File: src/include/rta_pkg.sv
// Package holding the register map, field layouts and shared types of the alarm and timer block.
package rta_pkg;

    // Width of the register bus.
    localparam int ADDR_W = 8;
    localparam int DATA_W = 32;

    // Register byte offsets on the plain register port.
    localparam logic [7:0] OFF_ALARM_HOUR = 8'h00;
    localparam logic [7:0] OFF_ALARM_MINUTE = 8'h04;
    localparam logic [7:0] OFF_ALARM_YEAR = 8'h08;
    localparam logic [7:0] OFF_ALARM_MONTH = 8'h0C;
    localparam logic [7:0] OFF_ALARM_DATE = 8'h10;
    localparam logic [7:0] OFF_TIMER_SET = 8'h14;
    localparam logic [7:0] OFF_CONTROL = 8'h18;
    localparam logic [7:0] OFF_IRQ_STATUS = 8'h1C;
    localparam logic [7:0] OFF_IRQ_MASK = 8'h20;
    localparam logic [7:0] OFF_TIMER_COUNT = 8'h24;

    // Writable bits of each alarm register; the rest are reserved and read as zero.
    localparam logic [7:0] HOUR_MASK = 8'h3F;
    localparam logic [7:0] MINUTE_MASK = 8'h7F;
    localparam logic [7:0] YEAR_MASK = 8'hFF;
    localparam logic [7:0] MONTH_MASK = 8'h1F;
    localparam logic [7:0] DATE_MASK = 8'h3F;

    // Interval field of the timer setting register.
    localparam int TIMER_W = 18;

    // Reset values.
    localparam logic [7:0] ALARM_RESET = 8'h00;
    localparam logic [17:0] TIMER_RESET = 18'h0_0000;
    localparam logic [6:0] CONTROL_RESET = 7'h00;
    localparam logic [1:0] IRQ_RESET = 2'h0;

    // Control register bit positions.
    localparam int CTL_MINUTE_EN = 0;
    localparam int CTL_HOUR_EN = 1;
    localparam int CTL_DATE_EN = 2;
    localparam int CTL_MONTH_EN = 3;
    localparam int CTL_YEAR_EN = 4;
    localparam int CTL_TIMER_EN = 5;
    localparam int CTL_TIMER_REPEAT = 6;
    localparam int CTL_W = 7;

    // Interrupt status and mask bit positions.
    localparam int IRQ_ALARM = 0;
    localparam int IRQ_TIMER = 1;
    localparam int IRQ_W = 2;

    // Calendar counter values, all BCD, as seen from the counting block.
    typedef struct packed {
        logic [7:0] year;
        logic [7:0] month;
        logic [7:0] date;
        logic [7:0] hour;
        logic [7:0] minute;
    } rta_calendar_type;

    // Register port request carried as one group.
    typedef struct packed {
        logic [ADDR_W-1:0] addr;
        logic [DATA_W-1:0] wdata;
        logic wr;
        logic rd;
    } rta_bus_req_type;

endpackage

File: src/hdl/rta_interval_timer.sv
// Interval timer that counts half-second ticks and reports expiry once or repeatedly.
module rta_interval_timer #(
    parameter int WIDTH = 18
) (
    input wire logic i_clk, // Block clock.
    input wire logic i_rst_n, // Synchronised reset, active low.
    input wire logic i_ce, // Clock enable; state holds while low.
    input wire logic i_enable, // Timer runs while high.
    input wire logic i_repeat, // High for repeated expiry, low for one expiry.
    input wire logic [WIDTH-1:0] i_interval, // Interval in half seconds minus one.
    input wire logic i_tick, // Half-second tick.
    output logic o_expire, // One-cycle pulse on expiry.
    output logic o_running, // Timer is counting.
    output logic [WIDTH-1:0] o_count // Remaining ticks before expiry.
);

    logic done;

    // Load on enable, count ticks down, and expire on the tick that finds zero.
    always_ff @(posedge i_clk or negedge i_rst_n) begin
        if (!i_rst_n) begin
            o_running <= 1'b0;
            o_count <= '0;
            o_expire <= 1'b0;
            done <= 1'b0;
        end else if (i_ce) begin
            o_expire <= 1'b0;
            if (!i_enable) begin
                o_running <= 1'b0;
                done <= 1'b0;
            end else if (!o_running && !done) begin
                o_running <= 1'b1;
                o_count <= i_interval;
            end else if (o_running && i_tick) begin
                if (o_count == '0) begin
                    o_expire <= 1'b1;
                    if (i_repeat) begin
                        o_count <= i_interval;
                    end else begin
                        o_running <= 1'b0;
                        done <= 1'b1;
                    end
                end else begin
                    o_count <= o_count - 1'b1;
                end
            end
        end
    end

endmodule // rta_interval_timer

File: src/hdl/rta_top.sv
// Alarm and interval timer setup block with register port, alarm compare and interrupt.
// What this block does
// - Alarm hour tens digit sits in bits 5:4, legal values 0 to 2.
// - Alarm hour units digit sits in bits 3:0 as BCD, 0 to 9.
// - Alarm minute tens digit sits in bits 6:4, legal values 0 to 5.
// - Alarm minute units digit sits in bits 3:0 as BCD, 0 to 9.
// - Alarm year tens digit sits in bits 7:4 as BCD, 0 to 9.
// - Alarm year units digit sits in bits 3:0 as BCD, 0 to 9.
// - Alarm month tens digit is the single bit 4.
// - Alarm month units digit sits in bits 3:0 as BCD, 0 to 9.
// - Reserved bits of alarm and timer registers read zero; software writes zero.
// - Timer setting holds an 18-bit read/write interval in bits 17:0.
// - Interval counts half seconds as twice the seconds minus one.
// - Timer expires once, or repeatedly at every interval.
// - Alarm may fire right after an enable is set; software rechecks counters.
// - Alarm date units digit sits in bits 3:0 as BCD, 0 to 9.
//
// Added by the designer: strobed register access and the address map.
module rta_top (
    input wire logic i_clk, // Block clock, 125 MHz.
    input wire logic i_nrst, // Asynchronous reset, active low.
    input wire logic i_ce, // Clock enable; all state holds while low.
    input wire logic [rta_pkg::ADDR_W-1:0] i_addr, // Register byte address.
    input wire logic [rta_pkg::DATA_W-1:0] i_wdata, // Register write data.
    input wire logic i_wr, // Write strobe.
    input wire logic i_rd, // Read strobe.
    input wire rta_pkg::rta_calendar_type i_cal, // Calendar counter values.
    input wire logic i_half_tick, // Half-second tick from the sub-second counter.
    output logic [rta_pkg::DATA_W-1:0] o_rdata, // Read data, valid the cycle after i_rd.
    output logic o_irq // Level interrupt.
);

    logic rst_meta;
    logic rst_n;
    rta_pkg::rta_bus_req_type req;
    logic [7:0] alarm_hour;
    logic [7:0] alarm_minute;
    logic [7:0] alarm_year;
    logic [7:0] alarm_month;
    logic [7:0] alarm_date;
    logic [rta_pkg::TIMER_W-1:0] timer_interval_value;
    logic [rta_pkg::CTL_W-1:0] control;
    logic [rta_pkg::IRQ_W-1:0] irq_status;
    logic [rta_pkg::IRQ_W-1:0] irq_mask;
    logic match_prev;
    logic match_now;
    logic alarm_event;
    logic timer_expire;
    logic timer_running;
    logic [rta_pkg::TIMER_W-1:0] timer_count;
    logic [rta_pkg::IRQ_W-1:0] events;
    logic [rta_pkg::IRQ_W-1:0] clear_bits;
    logic [rta_pkg::DATA_W-1:0] next_rdata;
    logic year_match_enable;
    logic month_match_enable;
    logic date_match_enable;
    logic hour_match_enable;
    logic minute_match_enable;

    // Release the reset through two flip-flops so the rest of the block leaves it cleanly.
    always_ff @(posedge i_clk or negedge i_nrst) begin
        if (!i_nrst) begin
            rst_meta <= 1'b0;
            rst_n <= 1'b0;
        end else if (i_ce) begin
            rst_meta <= 1'b1;
            rst_n <= rst_meta;
        end
    end

    // Bundle the register port request.
    assign req.addr = i_addr;
    assign req.wdata = i_wdata;
    assign req.wr = i_wr & i_ce;
    assign req.rd = i_rd & i_ce;

    // Name the match enables from the control register.
    assign year_match_enable = control[rta_pkg::CTL_YEAR_EN];
    assign month_match_enable = control[rta_pkg::CTL_MONTH_EN];
    assign date_match_enable = control[rta_pkg::CTL_DATE_EN];
    assign hour_match_enable = control[rta_pkg::CTL_HOUR_EN];
    assign minute_match_enable = control[rta_pkg::CTL_MINUTE_EN];

    // Alarm setting registers; reserved bits are masked off so they always read zero.
    always_ff @(posedge i_clk or negedge rst_n) begin
        if (!rst_n) begin
            alarm_hour <= rta_pkg::ALARM_RESET;
            alarm_minute <= rta_pkg::ALARM_RESET;
            alarm_year <= rta_pkg::ALARM_RESET;
            alarm_month <= rta_pkg::ALARM_RESET;
            alarm_date <= rta_pkg::ALARM_RESET;
        end else if (req.wr) begin
            unique case (req.addr)
                rta_pkg::OFF_ALARM_HOUR: begin
                    alarm_hour <= req.wdata[7:0] & rta_pkg::HOUR_MASK;
                end
                rta_pkg::OFF_ALARM_MINUTE: begin
                    alarm_minute <= req.wdata[7:0] & rta_pkg::MINUTE_MASK;
                end
                rta_pkg::OFF_ALARM_YEAR: begin
                    alarm_year <= req.wdata[7:0] & rta_pkg::YEAR_MASK;
                end
                rta_pkg::OFF_ALARM_MONTH: begin
                    alarm_month <= req.wdata[7:0] & rta_pkg::MONTH_MASK;
                end
                rta_pkg::OFF_ALARM_DATE: begin
                    alarm_date <= req.wdata[7:0] & rta_pkg::DATE_MASK;
                end
                default: begin
                end
            endcase
        end
    end

    // Timer setting register keeps only the interval field.
    always_ff @(posedge i_clk or negedge rst_n) begin
        if (!rst_n) begin
            timer_interval_value <= rta_pkg::TIMER_RESET;
        end else if (req.wr && req.addr == rta_pkg::OFF_TIMER_SET) begin
            timer_interval_value <= req.wdata[rta_pkg::TIMER_W-1:0];
        end
    end

    // Control register: match enables, timer enable and timer repeat mode.
    always_ff @(posedge i_clk or negedge rst_n) begin
        if (!rst_n) begin
            control <= rta_pkg::CONTROL_RESET;
        end else if (req.wr && req.addr == rta_pkg::OFF_CONTROL) begin
            control <= req.wdata[rta_pkg::CTL_W-1:0];
        end
    end

    // Interrupt mask register.
    always_ff @(posedge i_clk or negedge rst_n) begin
        if (!rst_n) begin
            irq_mask <= rta_pkg::IRQ_RESET;
        end else if (req.wr && req.addr == rta_pkg::OFF_IRQ_MASK) begin
            irq_mask <= req.wdata[rta_pkg::IRQ_W-1:0];
        end
    end

    // Compare every enabled alarm field against its counter; no enable means no match.
    always_comb begin
        match_now = (year_match_enable | month_match_enable | date_match_enable
                     | hour_match_enable | minute_match_enable)
            && (!year_match_enable || alarm_year == i_cal.year)
            && (!month_match_enable || alarm_month == i_cal.month)
            && (!date_match_enable || alarm_date == i_cal.date)
            && (!hour_match_enable || alarm_hour == i_cal.hour)
            && (!minute_match_enable || alarm_minute == i_cal.minute);
    end

    // Fire on the rising edge of the match, which also covers an enable being set.
    always_ff @(posedge i_clk or negedge rst_n) begin
        if (!rst_n) begin
            match_prev <= 1'b0;
        end else if (i_ce) begin
            match_prev <= match_now;
        end
    end

    assign alarm_event = match_now & ~match_prev;

    // Interval timer counting half-second ticks.
    rta_interval_timer #(
        .WIDTH(rta_pkg::TIMER_W)
    ) u_timer (
        .i_clk(i_clk),
        .i_rst_n(rst_n),
        .i_ce(i_ce),
        .i_enable(control[rta_pkg::CTL_TIMER_EN]),
        .i_repeat(control[rta_pkg::CTL_TIMER_REPEAT]),
        .i_interval(timer_interval_value),
        .i_tick(i_half_tick),
        .o_expire(timer_expire),
        .o_running(timer_running),
        .o_count(timer_count)
    );

    // Gather events and the write-one-to-clear bits.
    always_comb begin
        events = '0;
        events[rta_pkg::IRQ_ALARM] = alarm_event;
        events[rta_pkg::IRQ_TIMER] = timer_expire;
        clear_bits = '0;
        if (req.wr && req.addr == rta_pkg::OFF_IRQ_STATUS) begin
            clear_bits = req.wdata[rta_pkg::IRQ_W-1:0];
        end
    end

    // Sticky status; a new event in the clearing cycle wins over the clear.
    always_ff @(posedge i_clk or negedge rst_n) begin
        if (!rst_n) begin
            irq_status <= rta_pkg::IRQ_RESET;
        end else if (i_ce) begin
            irq_status <= (irq_status & ~clear_bits) | events;
        end
    end

    // Interrupt level follows unmasked status bits.
    always_ff @(posedge i_clk or negedge rst_n) begin
        if (!rst_n) begin
            o_irq <= 1'b0;
        end else if (i_ce) begin
            o_irq <= |(((irq_status & ~clear_bits) | events) & irq_mask);
        end
    end

    // Read multiplexer; unmapped addresses and reserved bits return zero.
    always_comb begin
        next_rdata = '0;
        if (req.rd) begin
            unique case (req.addr)
                rta_pkg::OFF_ALARM_HOUR: next_rdata[7:0] = alarm_hour;
                rta_pkg::OFF_ALARM_MINUTE: next_rdata[7:0] = alarm_minute;
                rta_pkg::OFF_ALARM_YEAR: next_rdata[7:0] = alarm_year;
                rta_pkg::OFF_ALARM_MONTH: next_rdata[7:0] = alarm_month;
                rta_pkg::OFF_ALARM_DATE: next_rdata[7:0] = alarm_date;
                rta_pkg::OFF_TIMER_SET: begin
                    next_rdata[rta_pkg::TIMER_W-1:0] = timer_interval_value;
                end
                rta_pkg::OFF_CONTROL: next_rdata[rta_pkg::CTL_W-1:0] = control;
                rta_pkg::OFF_IRQ_STATUS: next_rdata[rta_pkg::IRQ_W-1:0] = irq_status;
                rta_pkg::OFF_IRQ_MASK: next_rdata[rta_pkg::IRQ_W-1:0] = irq_mask;
                rta_pkg::OFF_TIMER_COUNT: begin
                    next_rdata[rta_pkg::TIMER_W-1:0] = timer_count;
                    next_rdata[rta_pkg::DATA_W-1] = timer_running;
                end
                default: next_rdata = '0;
            endcase
        end
    end

    // Read data stand for exactly the cycle after the read strobe.
    always_ff @(posedge i_clk or negedge rst_n) begin
        if (!rst_n) begin
            o_rdata <= '0;
        end else if (i_ce) begin
            o_rdata <= next_rdata;
        end
    end

    // Hour write stores only the digit fields.
    hour_store_a: assert property (@(posedge i_clk) disable iff (!rst_n)
        (req.wr && req.addr == rta_pkg::OFF_ALARM_HOUR)
        |=> alarm_hour == ($past(i_wdata[7:0]) & 8'h3F))
        else $error("alarm hour did not store the written digits");

    // Minute write stores only the digit fields.
    minute_store_a: assert property (@(posedge i_clk) disable iff (!rst_n)
        (req.wr && req.addr == rta_pkg::OFF_ALARM_MINUTE)
        |=> alarm_minute == ($past(i_wdata[7:0]) & 8'h7F))
        else $error("alarm minute did not store the written digits");

    // Year write stores both nibbles.
    year_store_a: assert property (@(posedge i_clk) disable iff (!rst_n)
        (req.wr && req.addr == rta_pkg::OFF_ALARM_YEAR)
        |=> alarm_year == $past(i_wdata[7:0]))
        else $error("alarm year did not store the written digits");

    // Month and date writes keep their digit fields only.
    month_store_a: assert property (@(posedge i_clk) disable iff (!rst_n)
        (req.wr && req.addr == rta_pkg::OFF_ALARM_MONTH)
        |=> alarm_month == ($past(i_wdata[7:0]) & 8'h1F))
        else $error("alarm month did not store the written digits");

    date_store_a: assert property (@(posedge i_clk) disable iff (!rst_n)
        (req.wr && req.addr == rta_pkg::OFF_ALARM_DATE)
        |=> alarm_date == ($past(i_wdata[7:0]) & 8'h3F))
        else $error("alarm date did not store the written digits");

    // A read of the timer setting shows the interval and zero above it.
    timer_readback_a: assert property (@(posedge i_clk) disable iff (!rst_n)
        (req.rd && req.addr == rta_pkg::OFF_TIMER_SET && !req.wr)
        |=> o_rdata[31:18] == 14'h0000
            && o_rdata[17:0] == $past(timer_interval_value))
        else $error("timer setting read back wrong");

    // A read of the hour register leaves reserved bits at zero.
    hour_reserved_a: assert property (@(posedge i_clk) disable iff (!rst_n)
        (req.rd && req.addr == rta_pkg::OFF_ALARM_HOUR) |=> o_rdata[31:6] == 26'h0)
        else $error("reserved hour bits read non-zero");

    // A new full match raises the alarm status bit one cycle later.
    alarm_raise_a: assert property (@(posedge i_clk) disable iff (!rst_n)
        (i_ce && match_now && !match_prev) |=> irq_status[rta_pkg::IRQ_ALARM])
        else $error("alarm match did not set the status bit");

    // Setting the minute enable alone, with the alarm minute already agreeing, raises the alarm at once.
    alarm_enable_a: assert property (@(posedge i_clk) disable iff (!rst_n)
        (i_ce && !match_prev && $rose(minute_match_enable) && !hour_match_enable
         && !date_match_enable && !month_match_enable && !year_match_enable
         && alarm_minute == i_cal.minute)
        |=> irq_status[rta_pkg::IRQ_ALARM])
        else $error("alarm not raised after enable with matching minute");

    // A one-shot timer stops after expiry while a repeating timer keeps running.
    timer_mode_a: assert property (@(posedge i_clk) disable iff (!rst_n)
        (timer_expire && i_ce && control[rta_pkg::CTL_TIMER_EN])
        |-> (timer_running == control[rta_pkg::CTL_TIMER_REPEAT]))
        else $error("timer run state after expiry disagrees with mode");

    // A tick seen at zero count expires the timer in the next cycle.
    timer_expiry_a: assert property (@(posedge i_clk) disable iff (!rst_n)
        (i_ce && timer_running && i_half_tick && timer_count == 18'h0_0000
         && control[rta_pkg::CTL_TIMER_EN])
        |=> timer_expire)
        else $error("timer did not expire on the tick at zero");

    // Minute and month reads leave their reserved bits at zero.
    minute_reserved_a: assert property (@(posedge i_clk) disable iff (!rst_n)
        (req.rd && req.addr == rta_pkg::OFF_ALARM_MINUTE) |=> o_rdata[31:7] == 25'h0)
        else $error("reserved minute bits read non-zero");

    month_reserved_a: assert property (@(posedge i_clk) disable iff (!rst_n)
        (req.rd && req.addr == rta_pkg::OFF_ALARM_MONTH) |=> o_rdata[31:5] == 27'h0)
        else $error("reserved month bits read non-zero");

    // Read data return to zero after any enabled cycle without a read strobe.
    rdata_idle_a: assert property (@(posedge i_clk) disable iff (!rst_n)
        (i_ce && !i_rd) |=> o_rdata == 32'h0000_0000)
        else $error("read data not zero outside a read");

    // The interrupt level follows the unmasked status bits.
    irq_level_a: assert property (@(posedge i_clk) disable iff (!rst_n)
        i_ce |=> o_irq == |(irq_status & $past(irq_mask)))
        else $error("interrupt level disagrees with masked status");

    // A set alarm status bit stays set until software writes a one to it.
    status_sticky_a: assert property (@(posedge i_clk) disable iff (!rst_n)
        (irq_status[rta_pkg::IRQ_ALARM] && !clear_bits[rta_pkg::IRQ_ALARM])
        |=> irq_status[rta_pkg::IRQ_ALARM])
        else $error("alarm status bit dropped without a clear");

    // Without a new match the alarm status bit cannot rise.
    alarm_quiet_a: assert property (@(posedge i_clk) disable iff (!rst_n)
        (!irq_status[rta_pkg::IRQ_ALARM] && !(match_now && !match_prev))
        |=> !irq_status[rta_pkg::IRQ_ALARM])
        else $error("alarm status rose without a match");

    // A low clock enable freezes the status, the interrupt and the read data.
    ce_freeze_a: assert property (@(posedge i_clk) disable iff (!rst_n)
        !i_ce |=> $stable(irq_status) && $stable(o_irq) && $stable(o_rdata))
        else $error("state moved while the clock enable was low");

endmodule // rta_top

File: config.mk
export PLATFORM = sky130hd
export DESIGN_NAME = rta_top
export DESIGN_NICKNAME = d
export VERILOG_FILES = /design/src/include/rta_pkg.sv /design/src/hdl/rta_interval_timer.sv /design/src/hdl/rta_top.sv
export SDC_FILE = /design/constraint.sdc
export NUM_CORES = 1
export LEC_CHECK = 0
export BUFFER_PORTS_ARGS = -buffer_cell sky130_fd_sc_hd__buf_2
export CAP_MARGIN = 0
export CELL_PAD_IN_SITES_DETAIL_PLACEMENT = 1
export CELL_PAD_IN_SITES_GLOBAL_PLACEMENT = 1
export CORE_ASPECT_RATIO = 0.8
export CORE_UTILIZATION = 47
export CTS_CLUSTER_SIZE = 40
export DETAILED_ROUTE_END_ITERATION = 7
export GPL_ROUTABILITY_DRIVEN = 0
export PLACE_DENSITY = 0.93
export SLEW_MARGIN = 40
export SYNTH_ARGS = -nofsm -noshare
export SYNTH_HDL_FRONTEND = slang
export SYNTH_SLANG_ARGS = --single-unit
File: constraint.sdc
create_clock -name i_clk -period 8.3 [get_ports i_clk]
set_input_delay 0.83 -clock i_clk [delete_from_list [all_inputs] [get_ports i_clk]]
set_output_delay 0.83 -clock i_clk [all_outputs]
set_load 0.03 [all_outputs]
## Yosys cells after proc, flatten, opt, wreduce, memory -nomap -nowiden

Cells that the tools add are included.
Widths: inputs -> output; s select.

| word-level totals | value |
|---|---|
| flip-flop bits (word level) | 118 |
| bits in latches | 0 |
| bits in writable memories | 0 |
| ROM bits | 0 |
| bits of input ports | 86 |
| output and inout port bits | 33 |
| word-level logic and storage cells | 113 |
| memories kept | 0 |

| cells by class | value |
|---|---|
| add/subtract/negate cells | 1 |
| multiply operators | 0 |
| div/mod/pow operators | 0 |
| order comparisons | 0 |
| equality and inequality tests | 22 |
| shifts and indexed selects | 0 |
| multiplexer cells | 25 |
| bitwise logic cells | 12 |
| reductions and logical operators | 35 |

Operators by type and width:

| cell | count |
|---|---|
| $mux 18 | 4 |
| $pmux 5 s8 | 1 |
| $eq 8x5->1 const B | 4 |
| $mux 32 | 1 |
| $pmux 10 s2 | 1 |
| $pmux 2 s10 | 1 |
| $logic_not 18->1 | 1 |
| $sub 18x1->18 const B | 1 |
| $eq 6x8->1 | 2 |
| $eq 8x4->1 const B | 2 |
| $eq 8x6->1 const B | 2 |
| $mux 1 | 15 |
| $logic_and 1x1->1 | 11 |
| $reduce_and 2->1 | 5 |
| $eq 5x8->1 | 1 |
| $eq 7x8->1 | 1 |
| $eq 8x3->1 const B | 1 |
| $eq 8x8->1 | 1 |
| $logic_not 8->1 | 1 |
| $reduce_and 4->1 | 2 |
| $logic_not 1->1 | 7 |
| $ne 3x1->1 const B | 2 |
| $ne 3x2->1 const B | 2 |
| $logic_or 1x1->1 | 5 |
| 13 further kinds | 21 |

## Longest topological paths before layout

Gate-level depths: netlist (run 1).

| depth | value |
|---|---|
| depth after elaboration | 13 |
| gate-level depth with buffers | 9 |
| gate-level depth less buffers | 7 |

## Hierarchy

From an unflattened synthesis (run 1), not the netlist that was laid out.

| second synthesis, totals | value |
|---|---|
| cell total of the unflattened synthesis | 556 |
| area total of the unflattened synthesis | 5865.6 µm² |

Modules (own cells, without submodules):

| module | instances | cells each | area each (µm²) | sequential area each (µm²) |
|---|---|---|---|---|
| rta_top | 1 | 388 | 4403.0 | 2102.0 |
| rta_interval_timer | 1 | 168 | 1462.7 | 525.5 |

## Worst setup path after synthesis (run 1)

OpenSTA, ideal clock, no wires.

| path | value |
|---|---|
| path kind | reg-to-reg |
| start point | register rst_n (netlist name) |
| end point | register rst_n |
| library setup time | 0.082 ns |
| arrival time | 2.968 ns |
| slack | 5.250 ns |
| stages on the path, launching flop included | 2 |
| path buffers | 0 |
| path through | dfrtp_1 -> mux2_2 |

RTL lines:

| what | RTL line | source |
|---|---|---|
| to (signal assigned) | rta_top.sv:67 | `rst_n <= rst_meta;` |
| to (decl) | rta_top.sv:34 | `logic rst_n;` |

## Worst setup path after layout (run 1)

| path | value |
|---|---|
| start point | input port i_addr[2] in the netlist's numbering |
| end point | register o_rdata[1] in the netlist's numbering |

| between the ends | value |
|---|---|
| longest elaborated chain between the ends | 3 |
| elaborated cells on any way between the ends | 12 |
| classes of those cells | eq/ne (9); mux (2); reduce/logical (1) |

RTL lines:

| what | RTL line | source |
|---|---|---|
| from (decl) | rta_top.sv:23 | `input wire logic [rta_pkg::ADDR_W-1:0] i_addr,` |
| $eq 8x6->1, or another cell as far along | rta_top.sv:213 | `unique case (req.addr)` |
| $pmux 2 s10 (*) | rta_top.sv:213 |  |
| $mux 32 (*) | rta_top.sv:212 | `if (req.rd) begin` |
| to (signal assigned) | rta_top.sv:239 | `o_rdata <= next_rdata;` |
| to (decl) | rta_top.sv:29 | `output logic [rta_pkg::DATA_W-1:0] o_rdata,` |

Mark *: on every way between the ends. The rest lies on a longest branch, timed or not.
A chain may end at the register's enable or synchronous reset.

==> results of run 1 <==
-- cell type report --
type | instances | area [µm²] | share of cell area
repair buffers | 94 | 488 | 0.0739
well taps | 148 | 185 | 0.0281
clock buffers | 14 | 274 | 0.0415
inverters | 15 | 56.3 | 0.00853
multi-input cells | 377 | 2930 | 0.444
clock inverters | 2 | 35.0 | 0.00531
flip-flops and latches | 105 | 2630 | 0.399
-- registers in the layout, indices dropped and copies added, names as in the netlist, 2 cells and up --
| register | flops |
|---|---|
| o_rdata | 19 |
| timer_interval_value | 18 |
| u_timer.o_count | 18 |
| alarm_year | 8 |
| alarm_minute | 7 |
| control | 7 |
| alarm_date | 6 |
| alarm_hour | 6 |
| alarm_month | 5 |
| irq_mask | 2 |
| irq_status | 2 |
-- through the flow --
| stage | power (mW) | utilization | hold slack [ns] |
|---|---|---|---|
| 3_3_place_gp | 0.707 | 0.531 | 0.210 |
| 2_1_floorplan | 0.673 | - | 0.431 |
| 6_report | 1.18 | 0.560 | 0.220 |
| 4_1_cts | 1.17 | 0.559 | 0.227 |
| 3_5_place_dp | 0.723 | 0.533 | 0.221 |
| 5_1_grt | 1.21 | 0.560 | 0.243 |
-- placed cells by master, fill, tap and decap left out, types with 18 or more instances in the layout --
master     synthesis  final
dfrtp_1          105    104
buf_2             13     91
mux2_2            61     61
o21ai_0           26     26
o2bb2ai_1         25     25
a22oi_1           24     24
nand2_1           22     22
xnor2_1           22     22
mux2i_1           19     19
nor2_1            18     18
-- worst reg2reg max path, cell delays in order, from the launching register on --
cell	delay [ns]
dfrtp_1	0.48
inv_1	0.11
ha_1	0.20
nor3b_2	0.36
nand4_4	0.28
o41a_1	0.69
o21a_1	0.23
o22a_1	0.18
-- worst max path at each step --
stage / startpoint / to / slack, ns / depth (start not counted)
floorplan: rst_n$_DFFE_PN0P_ / alarm_date[0]$_DFFE_PN0P_ / 5.14 / 0
global placement: i_addr[4] / o_rdata[1]$_DFFE_PN0P_ / 5.05 / 6
detailed placement: i_addr[2] / o_rdata[1]$_DFFE_PN0P_ / 5.13 / 6
CTS: i_addr[2] / o_rdata[1]$_DFFE_PN0P_ / 5.41 / 6
global route: i_addr[2] / o_rdata[1]$_DFFE_PN0P_ / 5.22 / 6
finish: i_addr[2] / o_rdata[1]$_DFFE_PN0P_ / 5.30 / 6
-- metal layers --
metal,GRT usage,vias to the layer above,share of wire
li1,-,2112,-
met1,0.419,2593,0.41
met2,0.518,307,0.47
met3,0.0692,75,0.080
met4,0.146,0,0.037
met5,0,-,0
-- power by group through the flow --
| stage | clock network (mW) | registers, mW | logic (mW) |
|---|---|---|---|
| after floorplan | 0 | 0.571 | 0.102 |
| final | 0.451 | 0.580 | 0.146 |
| after global routing | 0.471 | 0.583 | 0.156 |
| after CTS | 0.454 | 0.578 | 0.142 |
| after detailed placement | 0 | 0.587 | 0.136 |
| after global placement | 0 | 0.582 | 0.126 |
-- cell families (layout without fill, tap and decap cells) --
family / Yosys count / in the layout / share of synthesized area
adder cells (fa/ha/maj): 1 / 1 / 0.00215
other: 1 / 13 / 0.000645
multiplexers: 81 / 81 / 0.153
buffers and inverters: 58 / 125 / 0.0557
AND/OR/NAND/NOR: 119 / 119 / 0.121
flip-flops: 105 / 105 / 0.452
XOR/XNOR: 32 / 32 / 0.0482
AO/OA/AOI/OAI: 131 / 131 / 0.167
==> metrics.md, run 1 <==
| Metric | Value |
|---|---|
| Final setup slack of the worst path | `5.30 ns` |
| Area of the die | `0.0128 mm²` |
| Number of flops mapped to enable cells by yosys | `0` |
| Switching share of power | `0.275` |
| Critical path capture point type | `flip-flop` |
| DRC errors left | `0` |
| Number of placed instances with taps included | `739` |
| Largest clock skew in the final design | `0.00836 ns` |
| Residual overflow from global routing | `0` |
| Path type of the worst setup path | `in -> reg` |
| Count of port buffers added during placement | `91` |
| Antenna-violating nets left | `0` |
| Critical Path Start Type | `input port` |
| CTS tree | `done` |
| Count of placed standard cells in the final layout, fillers left out | `755` |
| Sequence of cells on the critical path | `buf_2, nor4b_1, and2_1, a222oi_1, a21boi_0, o2bb2ai_1` |
| Internal power component | `0.853 mW` |
| Kind of cell adding the most delay to the critical path | `simple AND/OR/NAND/NOR gates` |
| CTS Hold Buffers Added | `0` |
| Area after detailed placement | `0.00627 mm²` |
| Setup TNS | `0 ns` |
| Via count of the first global-routing pass | `5386` |
| Number of setup buffers added after CTS | `0` |
| Net switching power of the design | `0.324 mW` |
| Die Span X | `126 µm` |
| Result of the run | `finished clean` |
| Share of synthesized area occupied by flip-flops and latches | `0.452` |
| Insertion delay to the later sink of the worst-skew pair | `0.35 ns` |
| Data required time of the worst path | `8.58 ns` |
| Timing-limited maximum frequency | `0.333 GHz` |
| Number of max-capacitance violations reported | `0` |
| Global-route wire length before repair | `31100 µm` |
| Most instantiated flip-flop cell in the synthesis netlist | `dfrtp_1` |
| Pin count of the biggest net entering global routing | `84` |
| Cells taking the most area after synthesis | `dfrtp_1, mux2_2, o2bb2ai_1, xnor2_1, mux2i_1` |
| Dominant cell type by area after synthesis | `dfrtp_1` |
| Aggregate global-route resource usage | `0.321` |
| Worst-case reg-to-reg path depth | `7` |
| Final Hold Violating Endpoints | `0` |
| Number of warning messages in the yosys log | `0` |
| Drt first pass iters | `5` |
| Unrepaired setup endpoints after global routing | `false` |
| Post-detailed-route wirelength per cell | `25.8 µm` |
| Initial Util | `0.493` |
| Post-synthesis instance area | `0.00581 mm²` |
| Classification of the worst-slack hold path | `reg -> async` |
| Dominant cell by count in the synthesized netlist | `dfrtp_1` |
| R2R Setup Slk | `5.66 ns` |
| HPWL after DPL | `13100 µm` |
| Gates resized, CTS repair | `0` |
| Antenna violations before repair | `0` |
| Final setup fails | `0` |
| Worst setup slack after placement | `5.13 ns` |
| Standard-cell rows | `35` |
| Clk sinks | `105` |
| Cell types with the highest counts after synthesis | `dfrtp_1, mux2_2, o21ai_0, o2bb2ai_1, a22oi_1` |
| Clock root buffer | `clkbuf_16` |
| Maximum fanout along the worst path | `18` |
| Leak pwr | `2.92 nW` |
| FF+latch count, synth | `105` |
| Clock buffers created by TritonCTS | `9` |
| Gate Count Post-Synth | `528` |
| VDD IR max | `0.108 mV` |
| Part of the power in the clock network | `0.383` |
| CP arrival | `3.28 ns` |
| Library cells used by synthesis | `70` |
| Number of ports placed on the die boundary | `119` |
| Rel. slew slack | `0.431` |
| Number of inserted filler cells in the final layout | `1302` |
| Area growth from synthesis to layout | `13.5%` |
| Vias/cell | `6.74` |
| Worst-Margin Slew | `0.847 ns` |
| First DRT Iteration DRCs | `573` |
| Max H-tree Level | `3` |
| Area fraction of the dominant cell type after synthesis | `0.452` |
| Combinational power share | `0.124` |
| Via count of the routed design | `5087` |
| Ratio of final minimum period to clock period | `0.362` |
| Maximum buffer depth of the clock tree | `2` |
| Flop pwr share | `0.493` |
| Area of the core | `0.0118 mm²` |
| Sum of routed wire length over all layers | `19500 µm` |
| # diodes | `0` |
| Final critical delay including setup and external delays | `3.00 ns` |
| Proportion of synthesized flip-flops having asynchronous set or reset | `1.00` |
| Critical R2R Capture | `u_timer.o_count[17]$_DFFE_PN0P_` |
| Height of the die | `101 µm` |
| Final instance area | `0.00660 mm²` |
| Per-instance average area after synthesis | `11.0 µm²` |
| Slowest cell on crit path | `and2_1` |
| Slowest cell delay on critical path | `0.74 ns` |
| CTS clk-pin slew, worst paths | `0.07 ns` |
| Post-layout nets | `689` |
| Power per cell area | `178 mW/mm²` |
| Number of buffers and inverters on the critical path | `1` |
| Layout cell share with drive strength beyond 1 | `0.315` |
| Final-report max-slew violation count | `0` |
| Worst reg2reg startpoint | `u_timer.o_count[0]$_DFFE_PN0P_` |
No activity file was read; power rests on OpenSTA's default activity.
==> run 2, diff against run 1 <==
Settings changed: CORE_UTILIZATION 47 to 43, PLACE_DENSITY 0.93 to 0.87.
Clock period 8.3 ns to 3.1 ns, I/O delays scaled along.
==> run 2 against run 1 <==
Count of clock-buffer cells in the layout shrank 4. Cell count grew 4.9%. Non-clock buffer count grew 10. Clock skew grew 0.0031 ns. Routed wire length shrank 6.4%. Total power grew to 2.6 times the previous value. Via count shrank 5.9%.
==> metrics.md, run 2 (synthesis gave the netlist of run 1 again) <==
| Metric | Value |
|---|---|
| Area of the core | `0.0130 mm² (+10%)` |
| Area growth from synthesis to layout | `14.7%` |
| Aggregate global-route resource usage | `0.274 (-0.0464)` |
| CP arrival | `2.76 ns (-0.52 ns)` |
| Power per cell area | `456 mW/mm² (+160%)` |
| Number of max-capacitance violations reported | `0 (unchanged)` |
| Setup TNS | `0 ns (unchanged)` |
| Area of the die | `0.0140 mm² (+9.1%)` |
| Path type of the worst setup path | `reg -> reg` |
| Highest-count cells in the layout ignoring fill and taps | `dfrtp_1, buf_2, mux2_2` |
| # diodes | `0 (unchanged)` |
| Slowest cell on crit path | `o21ai_2` |
| Commonest non-fill, non-tap cell in the layout | `dfrtp_1` |
| Via count of the routed design | `4789 (-5.9%)` |
| Post-detailed-route wirelength per cell | `23.1 µm (-11%)` |
| Sum of routed wire length over all layers | `18300 µm (-6.4%)` |
| Layout cell share with drive strength beyond 1 | `0.324 (+0.00949)` |
| PnR Total Power | `3.04 mW (+160%)` |
| Number of placed instances with taps included | `775 (+4.9%)` |
| Gates resized, CTS repair | `0 (unchanged)` |
| Hold path start | `i_wdata[17]` |
| Maximum buffer depth of the clock tree | `2 (unchanged)` |
| VDD IR max | `0.289 mV (+170%)` |
| DRC errors left | `0 (unchanged)` |
| Hold Path End | `timer_interval_value[17]$_DFFE_PN0P_` |
| Number of inserted filler cells in the final layout | `1454 (+12%)` |
| First DRT Iteration DRCs | `423 (-26%)` |
| Worst-case reg-to-reg path depth | `7 (unchanged)` |
| Timing-limited maximum frequency | `0.399 GHz` |
| Leak pwr | `2.96 nW (+1.2%)` |
| Met2 global-route usage | `0.437 (-0.0804)` |
| Final Hold Violating Endpoints | `0 (unchanged)` |
| Final-report max-slew violation count | `0 (unchanged)` |
| Hold Path Depth | `3` |
| Number of setup buffers added after CTS | `0 (unchanged)` |
| Drt first pass iters | `5 (unchanged)` |
| R2R Setup Slk | `0.59 ns (-5.07 ns)` |
| Critical R2R Capture | `u_timer.o_count[5]$_DFFE_PN0P_` |
| Global-route wire length before repair | `29100 µm (-6.1%)` |
| Result of the run | `finished clean` |
| Data required time of the worst path | `3.35 ns (-5.23 ns)` |
| Critical path capture point type | `flip-flop` |
| Rel. slew slack | `0.459 (+0.0288)` |
| Vias/cell | `6.05 (-10%)` |
| Unrepaired setup endpoints after global routing | `false` |
| Number of flip-flops in the largest register | `19 (unchanged)` |
| Sequence of cells on the critical path | `inv_1, ha_1, nor3b_2, nand4_4, o21ai_2, o21ai_0, o2bb2ai_1` |
| Post-layout nets | `699 (+1.5%)` |
| Via count of the first global-routing pass | `5139 (-4.6%)` |
| CTS tree | `done` |
| Number of ports placed on the die boundary | `119 (unchanged)` |
| Slowest cell delay on critical path | `0.58 ns (-0.16 ns)` |
| Die Span X | `132 µm (+4.5%)` |
| Pin count of the biggest net entering global routing | `40 (-52%)` |
| Residual overflow from global routing | `0 (unchanged)` |
| Clock root buffer | `clkbuf_16` |
| Critical Path Start Type | `flip-flop` |
| Final setup slack of the worst path | `0.593 ns (-4.71 ns)` |
| Largest registers | `o_rdata (19), timer_interval_value (18), u_timer.o_count (18)` |
| Final setup fails | `0 (unchanged)` |
| Busiest metal layer after global routing | `met2` |
| Count of placed standard cells in the final layout, fillers left out | `792 (+4.9%)` |
| Count of port buffers added during placement | `91 (unchanged)` |
| Ratio of final minimum period to clock period | `0.809` |
| Largest clock skew in the final design | `0.0114 ns (+0.00305 ns)` |
| Worst reg2reg startpoint | `u_timer.o_count[0]$_DFFE_PN0P_` |
| Antenna-violating nets left | `0 (unchanged)` |
| Final critical delay including setup and external delays | `2.51 ns` |
| Max H-tree Level | `3 (unchanged)` |
| GR Layer Usage met3 | `0.0691 (about the same)` |
| Most flop-heavy register | `o_rdata` |
| Height of the die | `106 µm (+4.5%)` |
| Critical Path Start | `u_timer.o_count[0]$_DFFE_PN0P_` |
| Maximum fanout along the worst path | `13 (-5)` |
| Worst setup slack after placement | `0.561 ns (-4.56 ns)` |
| CTS clk-pin slew, worst paths | `0.08 ns (about the same)` |
| Standard-cell rows | `37 (+5.7%)` |
| Classification of the worst-slack hold path | `in -> reg` |
| Antenna violations before repair | `0 (unchanged)` |
| Clk sinks | `105 (unchanged)` |
| Worst-Margin Slew | `0.807 ns (-0.0397 ns)` |
| HPWL after DPL | `12900 µm (-1.8%)` |
| Routing usage on met1 | `0.360 (-0.0593)` |
| Clock buffers created by TritonCTS | `9 (unchanged)` |
| Insertion delay to the later sink of the worst-skew pair | `0.37 ns (+0.02 ns)` |
| Initial Util | `0.447 (-0.0466)` |
-- run 2: changes by cell type in the layout (fill, tap and decap cells not counted), moves of 2 or more --
cell / before / now
buf_4: 1 / 11
clkbuf_1: 2 / 0
clkbuf_8: 4 / 1
clkinv_4: 0 / 3
-- run 2: stage by stage --
step           cell area (µm²)  utilization  hold WS [ns]
2_1_floorplan             5860            -        0.0144
4_1_cts                   6670        0.512         0.149
5_1_grt                   6670        0.512         0.159
3_5_place_dp              6370        0.490         0.103
6_report                  6670        0.512         0.155
3_3_place_gp              6350        0.488        0.0953
-- run 2: worst max-delay path, delay by kind of cell (launching register included) --
family	cells	cell delay, ns
AOI/OAI and AO/OA	3	1.00
buffers and inverters	1	0.11
DFF	1	0.49
and+or+nand+nor	2	0.59
adders and majority gates	1	0.21
-- run 2: worst max path at each step --
stage	end	slack, ns	depth (start not counted)
5_1_grt	u_timer.o_count[5]$_DFFE_PN0P_	0.47	7
4_1_cts	u_timer.o_count[17]$_DFFE_PN0P_	0.53	7
6_report	u_timer.o_count[5]$_DFFE_PN0P_	0.59	7
3_3_place_gp	u_timer.o_count[17]$_DFFE_PN0P_	0.64	7
3_5_place_dp	u_timer.o_count[17]$_DFFE_PN0P_	0.56	7
2_1_floorplan	u_timer.o_count[17]$_DFFE_PN0P_	1.10	8
-- run 2: what timing repair did --
item,in CTS,in global routing
hold endpoints to repair,2,0
setup endpoints to repair,0,0
hold buffers,1,0
-- run 2: cell type report --
type	count	area, µm²	share of cell area
Clock inverter	6	43.8	0.00657
Inverter	15	56.3	0.00845
Sequential cell	105	2630	0.395
Tap cell	175	219	0.0328
Clock buffer	10	239	0.0358
Timing Repair Buffer	104	568	0.0852
Multi-Input combinational cell	377	2910	0.436
-- run 2: per-layer routing --
| layer | share of wire | up-vias |
|---|---|---|
| met4 | 0.020 | 0 |
| met1 | 0.43 | 2457 |
| met2 | 0.48 | 177 |
| met3 | 0.071 | 36 |
| met5 | 0 | - |
| li1 | - | 2119 |
-- run 2: power breakdown --
part | leakage, nW | internal (mW) | switching [mW]
registers | 1.41 | 1.44 | 0.111
clock network | 0.138 | 0.568 | 0.544
logic | 1.41 | 0.154 | 0.225
